**src/ds3_regmap_consts.vh**
```
`ifndef DS3_REGMAP_CONSTS_VH
`define DS3_REGMAP_CONSTS_VH
// Functional notes
// - In serial terminal mode transmit terminal data reaches the transmit line output three bit times later.
// - In serial terminal mode receive line data reaches the receive terminal output two bit times later.
// - Power-on contents are undefined, so software writes the register reset bit at 08H bit 1 to clear them; the code leaves 05H unchanged by it.
// - Addresses 08H to 14H are reachable only while the extended map enable bit at 05H bit 7 is 1.
// - Every error counter saturates at its maximum, and a read returns the value and then clears it.
// - Latched alarm bits hold an event until the register is read, and the read clears them.
// - Unused bits of read-only registers always read as zero.
// - The line violation and zero run counter is 16 bits, low byte at 12H and high byte at 13H, both saturating and clear-on-read.
// - The bus works only while the transmit or receive line clock runs, and the host makes sure one does.

// ************************************************
// register offsets
// ************************************************
`define A_RX_ALARM    8'h00
`define A_TX_CTL      8'h01
`define A_FAR_END_BLOCK_ERROR_COUNTER_CNT    8'h02
`define A_CPAR_CNT    8'h03
`define A_PPAR_CNT    8'h04
`define A_CODE_TX     8'h05
`define A_CODE_RX     8'h06
`define A_LAT_PRI     8'h07
`define A_EXT_CTL     8'h08
`define A_LAT_EXT     8'h09
`define A_FBIT_CNT    8'h0a
`define A_MBIT_CNT    8'h0b
`define A_LOOP_CTL    8'h0c
`define A_DCODE_TX    8'h0d
`define A_OPT_CTL     8'h0e
`define A_STACK_RD    8'h0f
`define A_LAT_INT     8'h10
`define A_INT_EN      8'h11
`define A_VIOL_LO     8'h12
`define A_VIOL_HI     8'h13
`define A_ERR_CTL     8'h14

// ************************************************
// fields and reset values
// ************************************************
`define B_EXT_MAP_EN  7
`define B_REG_RESET   1
`define B_VIOL_CNT_EN 0
`define B_ZRUN_CNT_EN 1
`define M_LAT_EXT     8'ha1
`define RST_BYTE      8'h00
`define RST_WORD      16'h0000
`define SAT_BYTE      8'hff
`define SAT_WORD      16'hffff

// ************************************************
// timing
// ************************************************
`define BIT_TIME_PS   22350
`define TX_DELAY_BITS 3
`define RX_DELAY_BITS 2
`endif

```
**src/ds3_regmap.v**
```verilog
`include "ds3_regmap_consts.vh"

module ds3_regmap #(
  parameter TX_DELAY = `TX_DELAY_BITS,
  parameter RX_DELAY = `RX_DELAY_BITS
) (
  input  wire       ref_clk,            // bit-rate clock
  input  wire       nrst,               // async reset, active low
  input  wire       tx_clk_alive,       // transmit line clock running
  input  wire       rx_clk_alive,       // receive line clock running
  input  wire       ale,                // address latch enable
  input  wire       sel_n,              // chip select, active low
  input  wire       rd_n,               // read strobe, active low
  input  wire       wr_n,               // write strobe, active low
  input  wire [7:0] ad_in,              // multiplexed bus, input side
  output reg  [7:0] ad_out,             // multiplexed bus, output side
  output reg        ad_oe_n,            // low while driving the bus
  input  wire       tx_term_data,       // serial transmit terminal input
  output wire       tx_line_data,       // serial transmit line output
  input  wire       rx_line_data,       // serial receive line input
  output wire       rx_term_data,       // serial receive terminal output
  input  wire [7:0] rx_alarm_in,        // live alarms, 00H
  input  wire [7:0] code_rx_in,         // received alarm code, 06H
  input  wire [7:0] stack_rd_in,        // alarm code stack, 0FH
  input  wire [7:0] lat_pri_set,        // event pulses into 07H
  input  wire [7:0] lat_ext_set,        // event pulses into 09H
  input  wire [7:0] lat_int_set,        // event pulses into 10H
  input  wire [4:0] cnt_evt,            // far_end_block_error_counter, cpar, ppar, fbit, mbit error pulses
  input  wire       line_viol_evt,      // line coding violation pulse
  input  wire       zero_run_evt,       // excessive zeros pulse
  output reg  [7:0] tx_ctl_r,           // 01H
  output reg  [7:0] code_tx_r,          // 05H
  output reg  [7:0] ext_ctl_r,          // 08H
  output reg  [7:0] loop_ctl_r,         // 0CH
  output reg  [7:0] dcode_tx_r,         // 0DH
  output reg  [7:0] opt_ctl_r,          // 0EH
  output reg  [7:0] int_en_r,           // 11H
  output reg  [7:0] err_ctl_r           // 14H
);

  // ************************************************
  // decode helpers
  // ************************************************
  function ext_addr;
    input [7:0] a;
    begin
      ext_addr = (a >= `A_EXT_CTL) && (a <= `A_ERR_CTL);
    end
  endfunction

  function [7:0] cnt_addr;
    input integer i;
    begin
      case (i)
        0:       cnt_addr = `A_FAR_END_BLOCK_ERROR_COUNTER_CNT;
        1:       cnt_addr = `A_CPAR_CNT;
        2:       cnt_addr = `A_PPAR_CNT;
        3:       cnt_addr = `A_FBIT_CNT;
        default: cnt_addr = `A_MBIT_CNT;
      endcase
    end
  endfunction

  function rd_clear;
    input       go;
    input [7:0] a;
    input [7:0] b;
    begin
      rd_clear = go && (a == b);
    end
  endfunction

  // ************************************************
  // serial throughput delay
  // ************************************************
  reg [TX_DELAY-1:0] tx_pipe_r;
  reg [RX_DELAY-1:0] rx_pipe_r;

  // the line clock is this clock, so a bit time is one cycle
  always @(posedge ref_clk or negedge nrst) begin
    if (!nrst)
      tx_pipe_r <= {TX_DELAY{1'b0}};
    else
      tx_pipe_r <= {tx_pipe_r[TX_DELAY-2:0], tx_term_data};
  end

  always @(posedge ref_clk or negedge nrst) begin
    if (!nrst)
      rx_pipe_r <= {RX_DELAY{1'b0}};
    else
      rx_pipe_r <= {rx_pipe_r[RX_DELAY-2:0], rx_line_data};
  end

  assign tx_line_data = tx_pipe_r[TX_DELAY-1];
  assign rx_term_data = rx_pipe_r[RX_DELAY-1];

  // ************************************************
  // bus strobe tracking
  // ************************************************
  reg       ale_q_r;
  reg       rd_n_q_r;
  reg       wr_n_q_r;
  reg [7:0] addr_r;
  reg [7:0] wdat_r;

  wire bus_ok  = tx_clk_alive | rx_clk_alive;
  wire ext_on  = code_tx_r[`B_EXT_MAP_EN];
  wire rd_hit  = rd_n_q_r & ~rd_n & ~sel_n & bus_ok;
  wire wr_hit  = ~wr_n_q_r & wr_n & ~sel_n & bus_ok;
  wire acc_ok  = ~ext_addr(addr_r) | ext_on;
  wire rd_go   = rd_hit & acc_ok;
  wire wr_go   = wr_hit & acc_ok;
  wire reg_rst = wr_go & (addr_r == `A_EXT_CTL) & wdat_r[`B_REG_RESET];

  always @(posedge ref_clk or negedge nrst) begin
    if (!nrst) begin
      ale_q_r  <= 1'b0;
      rd_n_q_r <= 1'b1;
      wr_n_q_r <= 1'b1;
      addr_r   <= `RST_BYTE;
      wdat_r   <= `RST_BYTE;
    end else begin
      ale_q_r  <= ale;
      rd_n_q_r <= rd_n;
      wr_n_q_r <= wr_n;
      if (ale_q_r && !ale)
        addr_r <= ad_in;
      // data may leave right at the strobe's rise, so hold the last low-phase value
      if (!wr_n)
        wdat_r <= ad_in;
    end
  end

  // ************************************************
  // saturating counters
  // ************************************************
  reg  [7:0]  cnt_r [0:4];
  reg  [15:0] viol_r;
  wire [4:0]  cnt_clr;

  genvar g;
  generate
    for (g = 0; g < 5; g = g + 1) begin : g_cnt
      assign cnt_clr[g] = rd_clear(rd_go, addr_r, cnt_addr(g));
      // an event in the read cycle restarts at one, never lost
      always @(posedge ref_clk or negedge nrst) begin
        if (!nrst)
          cnt_r[g] <= `RST_BYTE;
        else if (reg_rst)
          cnt_r[g] <= `RST_BYTE;
        else if (cnt_clr[g])
          cnt_r[g] <= {7'h00, cnt_evt[g]};
        else if (cnt_evt[g] && cnt_r[g] != `SAT_BYTE)
          cnt_r[g] <= cnt_r[g] + 8'h01;
      end
    end
  endgenerate

  wire viol_evt = (line_viol_evt & err_ctl_r[`B_VIOL_CNT_EN]) |
                  (zero_run_evt & err_ctl_r[`B_ZRUN_CNT_EN]);
  wire clr_lo   = rd_clear(rd_go, addr_r, `A_VIOL_LO);
  wire clr_hi   = rd_clear(rd_go, addr_r, `A_VIOL_HI);
  reg [15:0] viol_nxt;

  always @* begin
    viol_nxt = viol_r;
    if (clr_lo)
      viol_nxt[7:0] = `RST_BYTE;
    if (clr_hi)
      viol_nxt[15:8] = `RST_BYTE;
    if (viol_evt && viol_nxt != `SAT_WORD)
      viol_nxt = viol_nxt + 16'h0001;
  end

  always @(posedge ref_clk or negedge nrst) begin
    if (!nrst)
      viol_r <= `RST_WORD;
    else if (reg_rst)
      viol_r <= `RST_WORD;
    else
      viol_r <= viol_nxt;
  end

  // ************************************************
  // latched alarms
  // ************************************************
  reg [7:0] lat_pri_r;
  reg [7:0] lat_ext_r;
  reg [7:0] lat_int_r;

  wire clr_pri = rd_clear(rd_go, addr_r, `A_LAT_PRI);
  wire clr_ext = rd_clear(rd_go, addr_r, `A_LAT_EXT);
  wire clr_int = rd_clear(rd_go, addr_r, `A_LAT_INT);

  // new events win over the read clear; bus writes touch these only through the register reset bit
  always @(posedge ref_clk or negedge nrst) begin
    if (!nrst)
      lat_pri_r <= `RST_BYTE;
    else if (reg_rst)
      lat_pri_r <= `RST_BYTE;
    else
      lat_pri_r <= (clr_pri ? `RST_BYTE : lat_pri_r) | lat_pri_set;
  end

  // unused positions never latch, so they cannot leak into a read
  always @(posedge ref_clk or negedge nrst) begin
    if (!nrst)
      lat_ext_r <= `RST_BYTE;
    else if (reg_rst)
      lat_ext_r <= `RST_BYTE;
    else
      lat_ext_r <= (clr_ext ? `RST_BYTE : lat_ext_r) | (lat_ext_set & `M_LAT_EXT);
  end

  always @(posedge ref_clk or negedge nrst) begin
    if (!nrst)
      lat_int_r <= `RST_BYTE;
    else if (reg_rst)
      lat_int_r <= `RST_BYTE;
    else
      lat_int_r <= (clr_int ? `RST_BYTE : lat_int_r) | lat_int_set;
  end

  // ************************************************
  // read/write control registers
  // ************************************************
  // only the listed read/write offsets decode; other writes fall through
  always @(posedge ref_clk or negedge nrst) begin
    if (!nrst) begin
      tx_ctl_r   <= `RST_BYTE;
      code_tx_r  <= `RST_BYTE;
      ext_ctl_r  <= `RST_BYTE;
      loop_ctl_r <= `RST_BYTE;
      dcode_tx_r <= `RST_BYTE;
      opt_ctl_r  <= `RST_BYTE;
      int_en_r   <= `RST_BYTE;
      err_ctl_r  <= `RST_BYTE;
    end else if (reg_rst) begin
      // the reset bit itself does not stay set; 05H keeps the map open
      tx_ctl_r   <= `RST_BYTE;
      ext_ctl_r  <= `RST_BYTE;
      loop_ctl_r <= `RST_BYTE;
      dcode_tx_r <= `RST_BYTE;
      opt_ctl_r  <= `RST_BYTE;
      int_en_r   <= `RST_BYTE;
      err_ctl_r  <= `RST_BYTE;
    end else if (wr_go) begin
      case (addr_r)
        `A_TX_CTL:   tx_ctl_r   <= wdat_r;
        `A_CODE_TX:  code_tx_r  <= wdat_r;
        `A_EXT_CTL:  ext_ctl_r  <= wdat_r;
        `A_LOOP_CTL: loop_ctl_r <= wdat_r;
        `A_DCODE_TX: dcode_tx_r <= wdat_r;
        `A_OPT_CTL:  opt_ctl_r  <= wdat_r;
        `A_INT_EN:   int_en_r   <= wdat_r;
        `A_ERR_CTL:  err_ctl_r  <= wdat_r;
        default:     ;
      endcase
    end
  end

  // ************************************************
  // read mux and bus drive
  // ************************************************
  reg [7:0] rd_nxt;

  always @* begin
    case (addr_r)
      `A_RX_ALARM: rd_nxt = rx_alarm_in;
      `A_TX_CTL:   rd_nxt = tx_ctl_r;
      `A_FAR_END_BLOCK_ERROR_COUNTER_CNT: rd_nxt = cnt_r[0];
      `A_CPAR_CNT: rd_nxt = cnt_r[1];
      `A_PPAR_CNT: rd_nxt = cnt_r[2];
      `A_CODE_TX:  rd_nxt = code_tx_r;
      `A_CODE_RX:  rd_nxt = code_rx_in;
      `A_LAT_PRI:  rd_nxt = lat_pri_r;
      `A_EXT_CTL:  rd_nxt = ext_ctl_r;
      `A_LAT_EXT:  rd_nxt = lat_ext_r & `M_LAT_EXT;
      `A_FBIT_CNT: rd_nxt = cnt_r[3];
      `A_MBIT_CNT: rd_nxt = cnt_r[4];
      `A_LOOP_CTL: rd_nxt = loop_ctl_r;
      `A_DCODE_TX: rd_nxt = dcode_tx_r;
      `A_OPT_CTL:  rd_nxt = opt_ctl_r;
      `A_STACK_RD: rd_nxt = stack_rd_in;
      `A_LAT_INT:  rd_nxt = lat_int_r;
      `A_INT_EN:   rd_nxt = int_en_r;
      `A_VIOL_LO:  rd_nxt = viol_r[7:0];
      `A_VIOL_HI:  rd_nxt = viol_r[15:8];
      `A_ERR_CTL:  rd_nxt = err_ctl_r;
      default:     rd_nxt = `RST_BYTE;
    endcase
    if (!acc_ok)
      rd_nxt = `RST_BYTE;
  end

  // data is sampled once at the strobe's fall and held for the whole read
  always @(posedge ref_clk or negedge nrst) begin
    if (!nrst) begin
      ad_out  <= `RST_BYTE;
      ad_oe_n <= 1'b1;
    end else if (rd_hit) begin
      ad_out  <= rd_nxt;
      ad_oe_n <= 1'b0;
    end else if (rd_n || sel_n) begin
      ad_oe_n <= 1'b1;
    end
  end

endmodule

```
**config.mk**
```make
export PLATFORM = sky130hd
export DESIGN_NAME = ds3_regmap
export DESIGN_NICKNAME = d
export VERILOG_FILES = /design/src/ds3_regmap.v
export VERILOG_INCLUDE_DIRS = /design/src /design/src/src
export SDC_FILE = /design/constraint.sdc
export NUM_CORES = 1
export LEC_CHECK = 0
export BUFFER_PORTS_ARGS = -buffer_cell sky130_fd_sc_hd__buf_2
export CAP_MARGIN = 5
export CELL_PAD_IN_SITES_DETAIL_PLACEMENT = 1
export CELL_PAD_IN_SITES_GLOBAL_PLACEMENT = 1
export CORE_AREA = 2 2 176 178
export DETAILED_ROUTE_END_ITERATION = 8
export DIE_AREA = 0 0 178 180
export PLACE_DENSITY = 0.56
export SKIP_LAST_GASP = 1
export SLEW_MARGIN = 20
export SYNTH_ARGS = -nofsm -noshare
export SYNTH_HDL_FRONTEND = slang
export SYNTH_SLANG_ARGS = --single-unit
```
**constraint.sdc**
```tcl
create_clock -name ref_clk -period 4.92 [get_ports ref_clk]
set_clock_uncertainty 0.2 [all_clocks]
set_input_delay 0.246 -clock ref_clk [delete_from_list [all_inputs] [get_ports ref_clk]]
set_output_delay 0.246 -clock ref_clk [all_outputs]
set_load 0.005 [all_outputs]
```
==> results.ini, run 1 <==
[critical_path]
critPathMaxFanout=12
crit_family=simple AND/OR/NAND/NOR gates
cp.required_ns=5.09
cp-startpoint=rd_n_q_r
cp-start-kind=register
slowest_delay_ns=0.62
cpMaxStageDelayCell=or3_1
cp.buffers_inverters=1
endpoint_kind=register
crit_type=register to register
path_cells=o21ai_0, or3_1, or4b_1, buf_4, and2_1, ha_1, nand2_1, nor2_1, o311ai_1, nand3_2, or4_1, a21oi_1
r2r_start=rd_n_q_r
crit_arrival_ns=4.17

[die]
start_util=0.296
rows=64
die_area_um2=32000
ios=148
dieHeight_um=180
core_um2=30200
die-width_um=178

[finish]
finalInstanceArea_um2=11000
diodes=0
final_net_count=1154
area_delta_synth_final_pct=23.8
layout_commonest_cell=dfrtp_1
final_cell_mix=dfrtp_1 (167), buf_2 (141), nor2_1 (106)
drive_gt1_frac=0.235

[route]
vias_per_cell=5.38
drt-pass1-iter-count=5
wire_per_inst_um=23.6
initialDrtViolationCount=615
drc=0
antenna_left=0
vias=7989
postRouteWirelength_um=35000

[clock_network]
post_cts_resized=0
cts_tree=built
cts_buffers=17
clock-sinks=172
ctsHtreeMaxLevel=4
clk_pin_slew_ns=0.07
root_buffer=clkbuf_16
clockBufferDepth=2
clk-insertion-delay-late_ns=0.44

[logic_synthesis]
ys.flop_type=dfrtp_1
yosysTopAreaCellShare=0.474
avgSynthCellArea_um2=9.80
synth-seq-cells=172
syn-num-nets=990
yosys-top-cells-area=dfrtp_1 (47%), nor2_1 (4.5%), mux2i_1 (4.0%)
yosysWarnings=0
synth_cell_types=64
synth-edff-count=0
synthArstFlopShare=1.00
ys_seq_area_frac=0.483
netlist_area_um2=8930
syn_inst=911
synth_top_area_cell=dfrtp_1

[timing]
setup-tns-final_ns=0
period_needed_ns=4.00
hold_violations=0
max-slew-margin-rel=0.312
rsz0062_at_grt=no
fin_crit_sh=0.814
setup-violations-final=0
fmax_ghz=0.250
slew_viol_final=0
tightest_slew_ns=1.03

[status]
outcome=finished, final reports clean

[power]
p_leak_nw=4.92
p_per_area_nw_per_um2=366
vdd_drop_max_uv=217

[place]
port_buffers=142
dpl-instance-area_um2=10100
dp_hpwl_um=24500
gp_congestion=0.851

[worst_hold_path]
hold_path_class=input pin to register
min_from=stack_rd_in[7]

[run]
cap_violations=0

[global_route]
grt_pass1_wl_um=53100
grt-ovfl-total=0
grt_pass1_vias=8270
antenna_found_initial=0
grt_max_degree=94
grt.total_usage=0.224

kinds of logic (layout without fill, tap and decap cells):
logic type	count (synthesis)	in the layout	share of synthesized area
compound gates	181	181	0.130
xor+xnor	39	39	0.0383
fa+ha+maj	6	6	0.00841
buf+inv	65	242	0.0315
flops	172	172	0.483
mux	81	81	0.114
simple gates	367	367	0.195
sequential cells by signal, indices dropped and copies added, names as in the netlist, 8 cells and up:
register	count
cnt_r	40
int_en_r	8
loop_ctl_r	8
wdat_r	8
code_tx_r	8
lat_int_r	8
addr_r	8
ext_ctl_r	8
ad_out	8
tx_ctl_r	8
err_ctl_r	8
dcode_tx_r	8
lat_pri_r	8
viol_r	16
opt_ctl_r	8
power breakdown:
part           switching, mW  leakage [nW]  internal [mW]
logic                  0.416          2.47          0.363
clock network          0.627         0.282          0.767
registers              0.281          2.17           1.59
final cells by class:
type / count / area (um2)
Fill cell: 3481 / 19100
Clock inverter: 13 / 140
Timing Repair Buffer: 201 / 1270
Clock buffer: 19 / 443
Inverter: 9 / 33.8
Sequential cell: 172 / 4310
Tap cell: 396 / 495
Multi-Input combinational cell: 674 / 4350
worst reg2reg max path: cells and delay by family, from the launching register on:
kind	cells	cell delay, ns
buffers and inverters	1	0.19
AOI/OAI and AO/OA	3	0.43
and+or+nand+nor	7	2.34
adders and majority gates	1	0.23
DFF	1	0.53
worst paths after layout:
path / end / slack [ns] / cells past startpoint
worst max-delay path: viol_r[15] / 0.92 / 12
worst min-delay path: ad_out[7] / 0.10 / 5
worst max register to register: viol_r[15] / 0.92 / 12
worst min register to register: rx_pipe_r[1] / 0.15 / 0
max in group asynchronous: viol_r[6] / 3.26 / 3
min in group asynchronous: lat_pri_r[2] / 0.26 / 2
layer usage:
metal,GRT usage,wire length [um],vias up
met5,0,0,-
met4,0.0695,973,0
met3,0.0355,1630,42
met2,0.354,16400,239
met1,0.313,16000,4094
li1,-,-,3614
cells in the mapped netlist, drive strengths merged, types with 6 or more instances:
cell	count
a32oi	8
and3	9
ha	6
nand3	73
inv	9
clkbuf	28
a211oi	7
nor2	106
buf	28
nor2b	6
mux4	13
a22oi	12
mux2i	36
xnor2	19
nand4	14
nand2	93
o21ai	31
or3	6
mux2	32
xor2	20
nor3	14
dfrtp	169
a31oi	8
a21oi	69
and2	8
nand2b	10
stage by stage:
| step | util | total power, mW | std cells | worst slack [ns] | hold WS, ns |
|---|---|---|---|---|---|
| floorplan | - | 2.30 | 911 | 1.56 | -0.250 |
| global placement | 0.333 | 2.63 | 1412 | 1.00 | 0.133 |
| detailed placement | 0.333 | 2.65 | 1412 | 0.958 | 0.140 |
| CTS | 0.366 | 4.08 | 1484 | 0.938 | 0.0828 |
| global route | 0.366 | 4.25 | 1484 | 0.687 | 0.157 |
| finish | 0.366 | 4.04 | 1484 | 0.917 | 0.100 |
what timing repair did:
action                    in CTS  in global routing
hold endpoints to repair     139                  0
hold buffers                  40                  0
setup buffers                  0                  0
(Power assumes the default switching activity.)
==> run 2, diff against run 1 <==
Clock period 4.92 ns to 4 ns, I/O delays scaled along.
==> run 2 against run 1 <==
  * Largest cell class unchanged
  * Cell count up 1.0%
  * Utilization up 0.46 points
  * Via count down 0.54%
  * Non-clock buffer count up 15
  * Critical path type unchanged
  * Sequential share of layout area down 0.48 points
  * Die area unchanged
  * Critical endpoint unchanged
  * Hold slack worse by 0.070 ns
==> results.ini, run 2 (same netlist as run 1, synthesis figures left out) <==
[global_route]
grt_pass1_vias=8209  ; -0.74%
antenna_found_initial=0  ; unchanged
grt_pass1_wl_um=53900  ; +1.4%
grt_max_degree=91  ; -3.2%
grt-ovfl-total=0  ; unchanged
grt.total_usage=0.228  ; +0.00437

[finish]
fillerInstances=3491  ; +0.29%
area_delta_synth_final_pct=25.3
drive_gt1_frac=0.245  ; +0.00949
layout_commonest_cell=dfrtp_1
final_net_count=1169  ; +1.3%
seq_area_um2=4310  ; unchanged
largest_register_ffs=40  ; unchanged
largestRegisters=cnt_r: 40 flops, viol_r: 16 flops
final_cell_mix=dfrtp_1 (167), buf_2 (141), nor2_1 (106)
diodes=0  ; unchanged
final_cells=1499  ; +1.0%
largest_register=cnt_r
multi_input_area_um2=4350  ; unchanged

[critical_path]
crit_type=register to register
r2r_setup_slack_ns=0.35  ; -0.57 ns
cp-start-kind=register
reg2regPathDepth=11  ; -1
crit_arrival_ns=3.82  ; -0.35 ns
cp-startpoint=addr_r[2]
endpoint=viol_r[15]
cp.buffers_inverters=0  ; -1
cpMaxStageDelayCell=dfrtp_1
slowest_delay_ns=0.56  ; -0.06 ns
crit_path_frequent_cell=nor2_1
r2r_start=addr_r[2]
cp.required_ns=4.17  ; -0.92 ns
crit_family=simple AND/OR/NAND/NOR gates
endpoint_kind=register
path_cells=nor2_1, nand3_1, or4b_1, and2_1, ha_1, nand2_1, nor2_1, o311ai_1, nand3_2, or4_1, a21oi_1
critPathMaxFanout=13  ; +1
worstReg2RegEnd=viol_r[15]
cp_num_cells=11  ; -1

[die]
dieHeight_um=180  ; unchanged
die_area_um2=32000  ; unchanged
start_util=0.296  ; unchanged
ios=148  ; unchanged
die-width_um=178  ; unchanged
core_um2=30200  ; unchanged
rows=64  ; unchanged

[clock_network]
root_buffer=clkbuf_16
clk_pin_slew_ns=0.08  ; about the same
cts_buffers=17  ; unchanged
clockBufferDepth=2  ; unchanged
clk-insertion-delay-late_ns=0.45  ; about the same
ctsHtreeMaxLevel=4  ; unchanged
post_cts_resized=0  ; unchanged
clock-sinks=172  ; unchanged
cts_tree=built

[place]
gp_congestion=0.877  ; +3.1%
place_inst=1427  ; +1.1%
dp_hpwl_um=25100  ; +2.4%
port_buffers=142  ; unchanged

[run]
cap_violations=0  ; unchanged

[route]
wire_per_inst_um=23.6  ; +0.40%
vias=7946  ; -0.54%
postRouteWirelength_um=35400  ; +1.4%
drc=0  ; unchanged
initialDrtViolationCount=549  ; -11%
vias_per_cell=5.30  ; -1.5%
drt-pass1-iter-count=5  ; unchanged
antenna_left=0  ; unchanged

[timing]
rsz0062_at_grt=no
setup-violations-final=0  ; unchanged
fin_crit_sh=0.913  ; +0.0995
setup-tns-final_ns=0  ; unchanged
tightest_slew_ns=0.917  ; -0.112 ns
max-slew-margin-rel=0.389  ; +0.0762
fmax_ghz=0.274  ; +9.6%
period_needed_ns=3.65  ; -0.351 ns
hold_violations=0  ; unchanged
slew_viol_final=0  ; unchanged

[worst_hold_path]
hold_path_class=input pin to register
worstHoldPathCells=5  ; unchanged

[power]
p_total_mw=5.04  ; +25%
p_leak_nw=5.00  ; +1.6%
vdd_drop_max_uv=290  ; +34%
p_per_area_nw_per_um2=451  ; +23%

[status]
outcome=finished, final reports clean

-- run 2: how the worst min path moves through the flow --
stage | start | endpoint | slack (ns)
final | stack_rd_in[7] | ad_out[7] | 0.03
after global routing | stack_rd_in[7] | ad_out[7] | 0.07
after CTS | stack_rd_in[7] | ad_out[7] | 0.01
after detailed placement | tx_term_data | tx_pipe_r[0] | 0.11
after global placement | rx_line_data | rx_pipe_r[0] | 0.11
after floorplan | nrst | ad_out[0] | -0.30
-- run 2: power breakdown --
part,internal (mW),total (mW),switching [mW],leakage [nW]
clock network,0.957,1.76,0.806,0.289
logic,0.456,0.994,0.539,2.55
registers,1.95,2.28,0.333,2.17
-- run 2: cell type report --
class	count	area share
multi-input cells	674	0.389
well taps	396	0.0443
clock buffers	20	0.0399
inverters	9	0.00302
repair buffers	216	0.125
flip-flops and latches	172	0.385
clock inverters	12	0.0133
-- run 2: what timing repair did --
action | 4_1_cts | 5_1_grt
hold buffers | 40 | 0
hold endpoints to repair | 134 | 0
setup buffers | 0 | 0
-- run 2: metrics by stage --
stage / hold WS (ns) / instance area (um2) / utilization / setup slack [ns]
after floorplan: -0.296 / 8930 / - / 0.637
after global placement: 0.109 / 10200 / 0.338 / 0.493
after detailed placement: 0.109 / 10200 / 0.338 / 0.418
after CTS: 0.0139 / 11200 / 0.371 / 0.374
after global routing: 0.0702 / 11200 / 0.371 / 0.137
final: 0.0305 / 11200 / 0.371 / 0.348
-- run 2: layer usage --
metal  part of all wire  track usage  vias up
met3              0.042       0.0366       37
met5                  0            0        -
met2               0.49        0.372      200
met1               0.45        0.314     4061
li1                   -            -     3648
met4              0.018       0.0580        0
-- run 2: worst min-delay path: cells and delay by family --
kind | cells | cell delay (ns)
buffers and inverters | 1 | 0.12
and+or+nand+nor | 2 | 0.14
AOI/OAI and AO/OA | 2 | 0.19
==> run 3, diff against run 2 <==
Settings changed: CORE_AREA 2 2 176 178 to 2 2 173 175, DIE_AREA 0 0 178 180 to 0 0 175 177, PLACE_DENSITY 0.56 to 0.58.
==> run 3 against run 2 <==
  * Non-clock buffer count fell by 4
  * Cell count fell by 0.67%
  * Power fell by 1.3%
  * Register-to-register slack barely moved
  * Wire length fell by 0.98%
  * Sequential cell count did not move
  * Sequential share of layout area rose by 0.17 points
==> results.ini, run 3 (same netlist as run 1, synthesis figures left out) <==
[status]
outcome=finished, final reports clean

[clock_network]
ctsHtreeMaxLevel=4  ; unchanged
root_buffer=clkbuf_16
cts_buffers=17  ; unchanged
clk-insertion-delay-late_ns=0.44  ; about the same
clk_pin_slew_ns=0.07  ; about the same
clockBufferDepth=2  ; unchanged
cts_tree=built
cts-hold-fix-buffers=40  ; unchanged
post_cts_resized=0  ; unchanged
cts_setup_buffers=0  ; unchanged
clock-sinks=172  ; unchanged

[power]
seq_power_share=0.459  ; +0.006
p_comb_frac=0.199  ; +0.002
p_leak_nw=4.98  ; -0.51%
p_total_mw=4.97  ; -1.3%
p_switching_mw=1.66  ; -1.2%
vdd_drop_max_uv=262  ; -9.8%
p_clk_frac=0.342  ; -0.008
swShare=0.333  ; +0.000591
p_per_area_nw_per_um2=446  ; -0.90%
internal-power_mw=3.31  ; -1.4%

[finish]
fillerInstances=3309  ; -5.2%
seq_area_um2=4310  ; unchanged
largest_register=cnt_r
final_cell_mix=dfrtp_1 (167), buf_2 (141), nor2_1 (106)
area_delta_synth_final_pct=24.8
largestRegisters=cnt_r: 40 flops, viol_r: 16 flops
finalInstanceArea_um2=11100  ; -0.44%
final_net_count=1165  ; -0.34%
layout_commonest_cell=dfrtp_1
diodes=0  ; unchanged
drive_gt1_frac=0.243  ; -0.00184
largest_register_ffs=40  ; unchanged
multi_input_area_um2=4350  ; unchanged

[timing]
setup-tns-final_ns=0  ; unchanged
setup-violations-final=0  ; unchanged
slew_viol_final=0  ; unchanged
max-slew-margin-rel=0.426  ; +0.0371
hold_violations=0  ; unchanged
fmax_ghz=0.273  ; -0.15%
fin_crit_sh=0.914  ; +0.00138
period_needed_ns=3.66  ; +0.00551 ns
rsz0062_at_grt=no
tightest_slew_ns=0.861  ; -0.0556 ns
holdWs_ns=0.0337  ; +0.00316 ns
fin_ws_ns=0.342  ; -0.00551 ns

[global_route]
grt_pass1_wl_um=53300  ; -1.0%
grt_pass1_vias=8485  ; +3.4%
grt-ovfl-total=0  ; unchanged
grt.total_usage=0.232  ; +0.00450
grt_max_degree=88  ; -3.3%
antenna_found_initial=0  ; unchanged

[run]
cap_violations=0  ; unchanged

[route]
wire_per_inst_um=23.6  ; -0.32%
postRouteWirelength_um=35100  ; -0.98%
antenna_left=0  ; unchanged
vias=8035  ; +1.1%
drt-pass1-iter-count=7  ; +2
drc=0  ; unchanged
initialDrtViolationCount=484  ; -12%
vias_per_cell=5.40  ; +1.8%

[place]
gp_congestion=0.870  ; -0.82%
dpl-instance-area_um2=10200  ; -0.37%
dp_hpwl_um=25000  ; -0.43%
pre_cts_ws_ns=0.395  ; -0.0232 ns
port_buffers=142  ; unchanged

[die]
core_um2=29200  ; -3.1%
start_util=0.305  ; +0.00955
die_area_um2=31000  ; -3.3%
dieHeight_um=177  ; -1.7%
rows=63  ; -1.6%
ios=148  ; unchanged
die-width_um=175  ; -1.7%

[critical_path]
r2r_start=rd_n_q_r
crit_type=register to register
crit_arrival_ns=3.82  ; about the same
cp-start-kind=register
critPathMaxFanout=9  ; -4
endpoint_kind=register
cp.required_ns=4.16  ; about the same
cp-startpoint=rd_n_q_r

[worst_hold_path]
hold_path_class=input pin to register
min_from=stack_rd_in[7]

==> run 3: cell count changes in the layout (fill, tap and decap cells not counted) <==
cell	change
bufinv_16	-1
clkbuf_8	+1
clkinv_4	+3
clkbuf_1	-1
buf_4	-4
inv_6	-2
==> run 3: worst paths after layout <==
check	endpoint	slack, ns	cells after the start
min	ad_out[7]	0.03	5
max reg2reg	viol_r[15]	0.34	11
max in group asynchronous	cnt_r[10]	2.46	3
min reg2reg	tx_pipe_r[1]	0.15	0
min in group asynchronous	cnt_r[23]	0.21	2
max	viol_r[15]	0.34	11
==> run 3: area by class of cell <==
cell class / instances / area share
multi-input combinational: 674 / 0.391
sequential: 172 / 0.387
timing repair buffer: 212 / 0.123
tap: 390 / 0.0438
clock buffer: 20 / 0.0410
clock inverter: 12 / 0.0115
inverter: 9 / 0.00303
==> run 3: metrics by stage <==
| stage | utilization | std cells |
|---|---|---|
| floorplan | - | 911 |
| global placement | 0.347 | 1417 |
| detailed placement | 0.347 | 1417 |
| CTS | 0.381 | 1489 |
| global route | 0.381 | 1489 |
| finish | 0.381 | 1489 |
==> run 3: worst max-delay path: stages, from the launching register on <==
cell,delay [ns]
dfstp_2,0.52
o21ai_0,0.13
or3_1,0.40
or4b_1,0.63
and2_1,0.22
ha_1,0.24
nand2_1,0.08
nor2_1,0.06
o311ai_1,0.16
nand3_2,0.26
or4_1,0.52
a21oi_1,0.15
==> run 3: layer usage <==
metal / vias to the layer above / part of all wire / track usage
met2: 220 / 0.49 / 0.387
met1: 4145 / 0.45 / 0.314
li1: 3632 / - / -
met3: 38 / 0.043 / 0.0341
met5: - / 0 / 0
met4: 0 / 0.023 / 0.0688
==> run 3: power groups by stage <==
stage / Sequential [mW] / Combinational [mW] / Clock (mW)
finish: 2.28 / 0.989 / 1.70
global route: 2.32 / 1.10 / 1.82
CTS: 2.28 / 0.997 / 1.74
detailed placement: 2.30 / 0.964 / 0
global placement: 2.30 / 0.934 / 0
floorplan: 2.16 / 0.665 / 0
